--- src/verilog/pemr_cfg.svh ---
// Offsets, field positions, reset values and widths of the MMD register bank
`ifndef PEMR_CFG_SVH
`define PEMR_CFG_SVH

// Bus and register widths
`define PEMR_ADDR_W            12
`define PEMR_DATA_W            32
`define PEMR_REG_W             16

// MMD device numbers and register indexes
`define PEMR_MMD_PCS           5'h03
`define PEMR_MMD_AUTONEG       5'h07
`define PEMR_IDX_WAKE_ERR      6'h16
`define PEMR_IDX_PRESENT_LOW   6'h05
`define PEMR_IDX_PRESENT_HIGH  6'h06
`define PEMR_IDX_LOCAL_ADV     6'h3C
`define PEMR_IDX_PARTNER_ADV   6'h3D

// Word index = device * 64 + register index; byte address = 4 * index
`define PEMR_WIDX_W            10
`define PEMR_WIDX_WAKE_ERR     10'h0D6
`define PEMR_WIDX_PRESENT_LOW  10'h1C5
`define PEMR_WIDX_PRESENT_HIGH 10'h1C6
`define PEMR_WIDX_LOCAL_ADV    10'h1FC
`define PEMR_WIDX_PARTNER_ADV  10'h1FD

// Fixed devices-present words
`define PEMR_PRESENT_LOW_VAL   16'h0088
`define PEMR_PRESENT_HIGH_VAL  16'h4000

// Field positions
`define PEMR_BIT_AN_PRESENT    7
`define PEMR_BIT_PCS_PRESENT   3
`define PEMR_BIT_VEND1_PRESENT 14
`define PEMR_BIT_TX100_EEE     1
`define PEMR_PARTNER_LSB       1
`define PEMR_PARTNER_MSB       6

// Reset values and wake error counter limit
`define PEMR_WAKE_ERR_RST      16'h0000
`define PEMR_WAKE_ERR_MAX      16'hFFFF
`define PEMR_PARTNER_RST       6'h00

// Avalon response codes
`define PEMR_RESP_OKAY         2'h0
`define PEMR_RESP_SLVERR       2'h2

`endif

--- src/verilog/pemr_pkg.sv ---
// Types shared by the MMD register bank
`default_nettype none

package pemr_pkg;

  // Bus slave handshake states, one-hot
  typedef enum logic [1:0] {
    PEMR_ST_IDLE = 2'b01,
    PEMR_ST_ACK  = 2'b10
  } pemr_state_e;

  // Register selected by a bus address
  typedef enum logic [2:0] {
    PEMR_SEL_NONE,
    PEMR_SEL_WAKE_ERR,
    PEMR_SEL_PRESENT_LOW,
    PEMR_SEL_PRESENT_HIGH,
    PEMR_SEL_LOCAL_ADV,
    PEMR_SEL_PARTNER_ADV
  } pemr_sel_e;

endpackage

`default_nettype wire

--- src/verilog/pemr_regs.sv ---
// MMD register bank: wake error counter, devices present, EEE advertisement
//
// Function
// - Wake error count register sits at index 22 of MMD device 3.
// - Wake error counter clears on read and is zero after reset.
// - Wake error counter holds at all ones instead of wrapping.
// - First autoneg devices-present word reads bit 7 as one.
// - First autoneg devices-present word reads bit 3 as one.
// - First word bits 6,5,4,2,1,0 read zero; bits 15:8 reserved.
// - Second devices-present word at 7.6 reads bit 14 as one.
// - Second word bits 15 and 13 read zero; bits 12:0 reserved.
// - Local EEE advertisement at 7.60; bit 1 advertises 100BASE-TX EEE.
// - Local advertisement bit 1 is read/write; other bits read-only.
// - Local advertisement bit at 7.60 resets to the EEE enable setting; the local_tx100_eee_adv port resets to zero.
// - Partner EEE advertisement at 7.61, all bits read-only.
// - Partner bit 1 shows partner 100BASE-TX EEE; resets to zero.
// - Partner bits 6:2 show other partner modes; reset to zero.
`include "pemr_cfg.svh"
`timescale 1ns/1ps
`default_nettype none

module pemr_regs (
  input  wire logic                           clock,
  input  wire logic                           reset,
  input  wire logic [`PEMR_ADDR_W-1:0]        avs_address,
  input  wire logic                           avs_read,
  input  wire logic                           avs_write,
  input  wire logic [`PEMR_DATA_W-1:0]        avs_writedata,
  input  wire logic [3:0]                     avs_byteenable,
  output logic      [`PEMR_DATA_W-1:0]        avs_readdata,
  output logic                                avs_waitrequest,
  output logic      [1:0]                     avs_response,
  input  wire logic                           energy_efficient_link_enable,
  input  wire logic                           wake_error_event,
  input  wire logic                           partner_adv_load,
  input  wire logic [`PEMR_PARTNER_MSB:`PEMR_PARTNER_LSB] partner_adv_bits,
  input  wire logic                           link_down,
  output logic                                local_tx100_eee_adv
);

  // Address decode, shared by read and write paths
  function automatic pemr_pkg::pemr_sel_e decode_sel(
    input logic [`PEMR_ADDR_W-1:0] addr
  );
    logic [`PEMR_WIDX_W-1:0] widx;
    widx = addr[`PEMR_ADDR_W-1:2];
    case (widx)
      `PEMR_WIDX_WAKE_ERR:     decode_sel = pemr_pkg::PEMR_SEL_WAKE_ERR;
      `PEMR_WIDX_PRESENT_LOW:  decode_sel = pemr_pkg::PEMR_SEL_PRESENT_LOW;
      `PEMR_WIDX_PRESENT_HIGH: decode_sel = pemr_pkg::PEMR_SEL_PRESENT_HIGH;
      `PEMR_WIDX_LOCAL_ADV:    decode_sel = pemr_pkg::PEMR_SEL_LOCAL_ADV;
      `PEMR_WIDX_PARTNER_ADV:  decode_sel = pemr_pkg::PEMR_SEL_PARTNER_ADV;
      default:                 decode_sel = pemr_pkg::PEMR_SEL_NONE;
    endcase
  endfunction

  pemr_pkg::pemr_state_e                  state_r;
  pemr_pkg::pemr_state_e                  state_nxt;
  pemr_pkg::pemr_sel_e                    sel;
  logic                                   accept;
  logic                                   rd_take;
  logic                                   wr_take;
  logic [`PEMR_REG_W-1:0]                 wake_err_r;
  logic [`PEMR_REG_W-1:0]                 wake_err_nxt;
  logic                                   local_adv_r;
  logic [`PEMR_PARTNER_MSB:`PEMR_PARTNER_LSB] partner_r;
  logic [`PEMR_REG_W-1:0]                 rd_word;
  logic [`PEMR_DATA_W-1:0]                readdata_r;
  logic                                   waitreq_r;
  logic [1:0]                             response_r;

  assign sel     = decode_sel(avs_address);
  assign accept  = (state_r == pemr_pkg::PEMR_ST_IDLE) &&
                   (avs_read || avs_write);
  assign rd_take = accept && avs_read;
  assign wr_take = accept && avs_write && !avs_read;

  // Handshake state
  always_comb begin
    case (state_r)
      pemr_pkg::PEMR_ST_IDLE: begin
        state_nxt = accept ? pemr_pkg::PEMR_ST_ACK : pemr_pkg::PEMR_ST_IDLE;
      end
      pemr_pkg::PEMR_ST_ACK: begin
        state_nxt = pemr_pkg::PEMR_ST_IDLE;
      end
      default: begin
        state_nxt = pemr_pkg::PEMR_ST_IDLE;
      end
    endcase
  end

  always_ff @(posedge clock) begin
    if (reset) begin
      state_r <= pemr_pkg::PEMR_ST_IDLE;
    end else begin
      state_r <= state_nxt;
    end
  end

  // Waitrequest drops for the single answer cycle
  always_ff @(posedge clock) begin
    if (reset) begin
      waitreq_r <= 1'b1;
    end else begin
      waitreq_r <= !accept;
    end
  end

  // Read word assembly
  always_comb begin
    rd_word = '0;
    case (sel)
      pemr_pkg::PEMR_SEL_WAKE_ERR: begin
        rd_word = wake_err_r;
      end
      pemr_pkg::PEMR_SEL_PRESENT_LOW: begin
        rd_word = `PEMR_PRESENT_LOW_VAL;
      end
      pemr_pkg::PEMR_SEL_PRESENT_HIGH: begin
        rd_word = `PEMR_PRESENT_HIGH_VAL;
      end
      pemr_pkg::PEMR_SEL_LOCAL_ADV: begin
        rd_word[`PEMR_BIT_TX100_EEE] = local_adv_r;
      end
      pemr_pkg::PEMR_SEL_PARTNER_ADV: begin
        rd_word[`PEMR_PARTNER_MSB:`PEMR_PARTNER_LSB] = partner_r;
      end
      default: begin
        rd_word = '0;
      end
    endcase
  end

  // Read data and response captured at acceptance
  always_ff @(posedge clock) begin
    if (reset) begin
      readdata_r <= '0;
      response_r <= `PEMR_RESP_OKAY;
    end else if (accept) begin
      readdata_r <= rd_take ? {16'h0000, rd_word} : '0;
      response_r <= (sel == pemr_pkg::PEMR_SEL_NONE) ?
                    `PEMR_RESP_SLVERR : `PEMR_RESP_OKAY;
    end
  end

  // Wake error counter: saturating, cleared by read, event beats clear
  always_comb begin
    wake_err_nxt = wake_err_r;
    if (rd_take && sel == pemr_pkg::PEMR_SEL_WAKE_ERR) begin
      wake_err_nxt = `PEMR_WAKE_ERR_RST;
    end
    if (wake_error_event) begin
      if (wake_err_nxt != `PEMR_WAKE_ERR_MAX) begin
        wake_err_nxt = wake_err_nxt + 16'h0001;
      end
    end
  end

  always_ff @(posedge clock) begin
    if (reset) begin
      wake_err_r <= `PEMR_WAKE_ERR_RST;
    end else begin
      wake_err_r <= wake_err_nxt;
    end
  end

  // Local 100BASE-TX advertisement bit
  always_ff @(posedge clock) begin
    if (reset) begin
      local_adv_r <= energy_efficient_link_enable;
    end else if (wr_take && sel == pemr_pkg::PEMR_SEL_LOCAL_ADV &&
                 avs_byteenable[0]) begin
      local_adv_r <= avs_writedata[`PEMR_BIT_TX100_EEE];
    end
  end

  always_ff @(posedge clock) begin
    if (reset) begin
      local_tx100_eee_adv <= 1'b0;
    end else begin
      local_tx100_eee_adv <= local_adv_r;
    end
  end

  // Partner advertisement bits, loaded from autoneg, cleared on link loss
  genvar gi;
  generate
    for (gi = `PEMR_PARTNER_LSB; gi <= `PEMR_PARTNER_MSB; gi = gi + 1) begin : g_lp
      always_ff @(posedge clock) begin
        if (reset || link_down) begin
          partner_r[gi] <= 1'b0;
        end else if (partner_adv_load) begin
          partner_r[gi] <= partner_adv_bits[gi];
        end
      end
    end
  endgenerate

  assign avs_readdata    = readdata_r;
  assign avs_waitrequest = waitreq_r;
  assign avs_response    = response_r;

endmodule

`default_nettype wire

--- config.mk ---
export PLATFORM = sky130hd
export DESIGN_NAME = pemr_regs
export DESIGN_NICKNAME = d
export VERILOG_FILES = /design/src/verilog/pemr_pkg.sv /design/src/verilog/pemr_regs.sv
export VERILOG_INCLUDE_DIRS = /design/src /design/src/verilog
export SDC_FILE = /design/constraint.sdc
export NUM_CORES = 1
export LEC_CHECK = 0
export ABC_AREA = 1
export BUFFER_PORTS_ARGS = -buffer_cell sky130_fd_sc_hd__buf_2
export CAP_MARGIN = 10
export CORE_MARGIN = 2
export CORE_UTILIZATION = 40
export CTS_BUF_LIST = sky130_fd_sc_hd__clkbuf_4
export DETAILED_ROUTE_END_ITERATION = 6
export PLACE_DENSITY = 0.65
export SYNTH_ARGS = -nofsm -noshare
export SYNTH_HDL_FRONTEND = slang
export SYNTH_SLANG_ARGS = --single-unit
--- constraint.sdc ---
create_clock -name clock -period 4.1 [get_ports clock]
set_input_delay 1.23 -clock clock [delete_from_list [all_inputs] [get_ports clock]]
set_output_delay 1.23 -clock clock [all_outputs]
set_load 0.01 [all_outputs]
---- Word-level counts from Yosys, hierarchy flattened ----
Index checks and enable logic that the tools add are counted.
word-level totals
  bits in registers ....................... 61
  input port bits ......................... 62
  output and inout bits ................... 36
  logic and storage cells ................. 54
operators by class
  add/subtract/negate cells ............... 1
  bitwise gates (word level) .............. 1
  multiplexer cells ....................... 13
  equal/unequal tests ..................... 12
  reductions and logical operators ........ 14
operators with widths
  operator                                        number
  2-to-1 mux 16 bit                               4
  == test 10 x 9 -> 1 bit, second input constant  4
  one-hot mux 9 bit (3 select lines)              1
  adder 16 x 1 -> 16 bit, second input constant   1
  != test 16 bit, second input constant           1
  one-hot mux 3 bit (5 select lines)              1
  one-hot mux 5 bit (3 select lines)              1
  == test 10 x 8 -> 1 bit, second input constant  1
  logical AND 1 bit                               7
  == test 3 x 2 -> 1 bit, second input constant   2
  == test 3 bit, second input constant            2
  2-to-1 mux 2 bit                                2
  == test 3 x 1 -> 1 bit, second input constant   1
  logical NOT 3 bit                               1
  2-to-1 mux 1 bit                                3
  one-hot mux 1 bit (3 select lines)              1
  == test 2 x 1 -> 1 bit, second input constant   1
  logical NOT 1 bit                               2
  logical OR 1 bit                                2
  nonzero test 2 bit                              1
  OR reduction 2 bit                              1
  NOT 1 bit                                       1

---- Logic depth before layout (Yosys ltp) ----
  word-level depth ........................ 8
  mapped depth ............................ 17
  depth with buffers taken out ............ 17

---- Least setup slack after synthesis ----
Ideal clock, no wire load.
  path kind ............................... input to register
  start ................................... in avs_address[5]
  end ..................................... reg wake_err_r[10]
  required time ........................... 3987 ps
  slack ................................... 1196 ps
  library setup time ...................... 113 ps
  data arrival time ....................... 2791 ps
  path buffers ............................ 0
  cell stages on the path ................. 17
  cells stage by stage .................... inv_1 -> nand2_2 -> nor2_4 -> nand4_4 -> nand2_2 -> inv_1 -> ha_1 -> nand2_1 -> inv_1 -> nand2_4 -> nor2_2 -> nand2_2 -> nor2_1 -> o211ai_1 -> nand2_1 -> nand2_1 -> nor2_1
between the ends
  longest elaborated chain between the ends .. 8
  elaborated cells between the ends (all ways) .. 13
  classes of those cells .................. add/sub (1); eq/ne (7); mux (4); reduce/logical (1)
RTL lines
  element                                                                    line              RTL
  from (decl)                                                                pemr_regs.sv:25   input wire logic [`PEMR_ADDR_W-1:0] avs_address,
  == test 10 x 9 -> 1 bit / == test 10 x 8 -> 1 bit (equally long branches)  pemr_regs.sv:47   case (widx)
  one-hot mux 3 bit (5 select lines) *                                       pemr_regs.sv:47
  == test 3 x 1 -> 1 bit *                                                   pemr_regs.sv:150  if (rd_take && sel == pemr_pkg::PEMR_SEL_WAKE_ERR) begin
  logical AND 1 bit *                                                        pemr_regs.sv:150
  2-to-1 mux 16 bit *                                                        pemr_regs.sv:150
  adder 16 x 1 -> 16 bit / != test 16 bit (equally long branches)            n/a
  2-to-1 mux 16 bit                                                          pemr_regs.sv:154  if (wake_err_nxt != `PEMR_WAKE_ERR_MAX) begin
  2-to-1 mux 16 bit *                                                        pemr_regs.sv:153  if (wake_error_event) begin
  to (signal assigned)                                                       pemr_regs.sv:162  wake_err_r <= `PEMR_WAKE_ERR_RST;
  to (signal assigned)                                                       pemr_regs.sv:164  wake_err_r <= wake_err_nxt;
  to (decl)                                                                  pemr_regs.sv:63   logic [`PEMR_REG_W-1:0] wake_err_r;
Every way passes the cells marked *; elsewhere a longest branch is shown, timed or not.
A chain may end at the register's enable or synchronous reset.

---- Final worst setup path ----
  start ................................... in avs_address[5]
  end ..................................... reg wake_err_r[2]
The elaborated chain is that of the path after synthesis.

==> results.yml <==
min_path:
  hp-class: "reg2reg"
detailed_routing:
  via_count: 2436
  ant_nets: 0
  wl_per_cell_um: 11.83
  drtPass1Iterations: 4
  drt_iter0_markers: 141
  finalWirelength_mm: 6.022
  drc: 0
  via_per_inst: 4.786
timing:
  setup_ws_ps: 1284
  finalSetupTns_ps: 0
  setup_viol_count_final: 0
  maxSlewHeadroom_pct: 58.40
  whs_ps: 468.9
  hold_viol_final: 0
  slew_violations: 0
  grt_setup_unrepaired: "no"
  timing.final.crit_share_pct: 68.68
  fin_worst_skew_ps: 9.854
  worst_pin_slew_ps: 624.0
  period_minus_slack_ps: 2816
  clock.fmax_ghz: 0.3551
clock_network:
  cts_max_level: 2
  cts_tree: "built"
  post_cts_resized: 0
  clk_latency_ps: 370
  postCtsSetupBuffers: 0
  root_buffer: "clkbuf_4"
  cts_sinks: 44
  cts_max_path_buffers: 2
  path_clk_slew_ps: 140
  postCtsHoldBufs: 0
  cts_buffers: 5
critical_path:
  end_kind: "flop"
  path_cells: "buf_2 > inv_1 > nand2_2 > nor2_4 > nand3_4 > nor2_8 > nor2_1 > ha_1 > nand2_1 > inv_1 > nand2_4 > nor2_2 > nand2_2 > nor2_4 > o21ai_1 > a21oi_1"
  crit_arrival_ps: 3050
  path_buf_inv: 3
  start_kind: "input pin"
  crit_path_max_fanout: 7
  slowest_delay_ps: 230
  cp.required_ps: 4340
  cp_slowest_cell: "nor2_8"
  crit_family: "simple AND/OR/NAND/NOR gates"
  crit_type: "in2reg"
floorplanning:
  dieHeight_um: 86.09
  die_width_um: 86.09
  fp-row-count: 29
  start_util_pct: 41.96
  ios: 98
  dieArea_um2: 7411
  core_um2: 6422
power:
  sequentialPowerShare_pct: 58.4
  power_leakage_uw: 0.001279
  powerDensity_nw_per_um2: 256.2
  peakVddDrop_uv: 146.5
  p_sw_uw: 221.7
  internal-power_uw: 538.0
  switching_share_pct: 29.18
  clkPwrFrac_pct: 29.6
  p_comb_share_pct: 12.0
yosys:
  synth_cell_type_count: 35
  synth_flop_cell: "dfxtp_1"
  syn_area_per_cell_um2: 6.928
  synth-edff-count: 1
  yosys_warnings: 0
  ys_ff_latch: 44
  syn_inst: 389
  synth_area_um2: 2695
  async_flop_share_pct: 0
  yosysSeqAreaShare_pct: 33.05
layout:
  fillers: 663
  final_common_cell: "nand2_1"
  nNetsFinal: 494
  fin_area_um2: 2965
  drive_above_1_share_pct: 23.84
  antenna_cells: 0
  area_growth_pct: 10.03
  layout_common_cells: "88 x nand2_1, 44 x buf_2, 43 x inv_1, 43 x dfxtp_1, 37 x nor2_1"
  stdcell_count: 509
placed_design:
  placed_cell_area_um2: 2908
  hpwlAfterDp_mm: 4.524
  dp.cells: 501
  pre_cts_ws_ps: 867.4
  place.gp.congestion: 0.8169
  port_buffers: 44
global_routing:
  grt_overflow: 0
  first_global_vias: 2313
  grt.total_usage_pct: 17.45
  grt_pass1_wl_mm: 10.41
  antenna_found_initial: 0
  grt_max_degree: 33
job:
  cap_violations: 0
outcome:
  status: "completed"
## Yosys cell counts, types with 4 or more instances
cell type   n  share of area, %
nand3_1    29               5.4
nor2_4      8               3.3
o21ai_1     6               1.1
o21ai_0     9               1.7
nand2_1    88                12
xor2_1      4               1.3
nor2_2      7               1.6
inv_1      43               6.0
inv_2       7              0.98
nor2_1     37               5.2
nand2_2    14               3.2
clkbuf_1    6              0.84
a21oi_1    35               6.5
dfxtp_1    43                32
buf_4      17               4.7
## stage by stage
step	util (%)	power, uW
floorplan	-	527.8
global placement	45.28	543.6
detailed placement	45.28	544.8
CTS	46.17	770.4
global route	46.17	800.4
finish	46.17	759.6
## per-layer routing
metal | share of wire [%] | up-vias | track usage (%)
li1 | - | 1284 | -
met1 | 46 | 1086 | 21.93
met2 | 47 | 56 | 30.16
met3 | 4.8 | 10 | 3.080
met4 | 1.9 | 0 | 5.628
met5 | 0 | - | 0
## worst min-delay path, stage by stage (launching register included)
cell     delay (ps)
dfxtp_1         330
nand2_1          60
a21oi_1          50
## power by group through the flow
stage	Combinational [uW]	Sequential [uW]	Clock (uW)
after floorplan	74.2	454	0
after global placement	90.5	453	0
after detailed placement	91.9	453	0
after CTS	92.2	444	235
after global routing	104	445	251
final	91.2	444	225
## layout make-up
class                           count  area [um^2]  share of cell area [%]
Timing Repair Buffer               45        227.7                   7.679
Clock buffer                        6        45.04                   1.519
Inverter                           51        191.4                   6.456
Clock inverter                      2        12.51                  0.4219
Sequential cell                    44        890.9                   30.04
Multi-Input combinational cell    284         1501                   50.63
Tap cell                           77        96.34                   3.249
## cell families (layout without fill, tap and decap cells)
group | after synthesis | in the layout | synth area share, %
simple gates | 202 | 202 | 39.51
buf+inv | 77 | 104 | 13.46
compound gates | 59 | 59 | 11.75
flops | 44 | 44 | 33.05
xor+xnor | 5 | 5 | 1.625
fa+ha+maj | 1 | 1 | 0.4642
other cells | 1 | 17 | 0.1391
## sequential cells by signal, summed over array words and instances (netlist names)
name and cells:
avs_waitrequest 1, local_adv_r 1, state_r 2, local_tx100_eee_adv 1
avs_readdata 16, wake_err_r 16, avs_response 1, partner_r 6
## final timing paths
kind,start,endpoint,slack (ps),cells after the start
worst min-delay path,avs_readdata[11],avs_readdata[11],470,2
worst max register to register,state_r[1],wake_err_r[2],2050,15
worst min register to register,avs_readdata[11],avs_readdata[11],470,2
worst max-delay path,avs_address[5],wake_err_r[2],1280,16
Note: power is estimated with default switching activity, not from simulation.
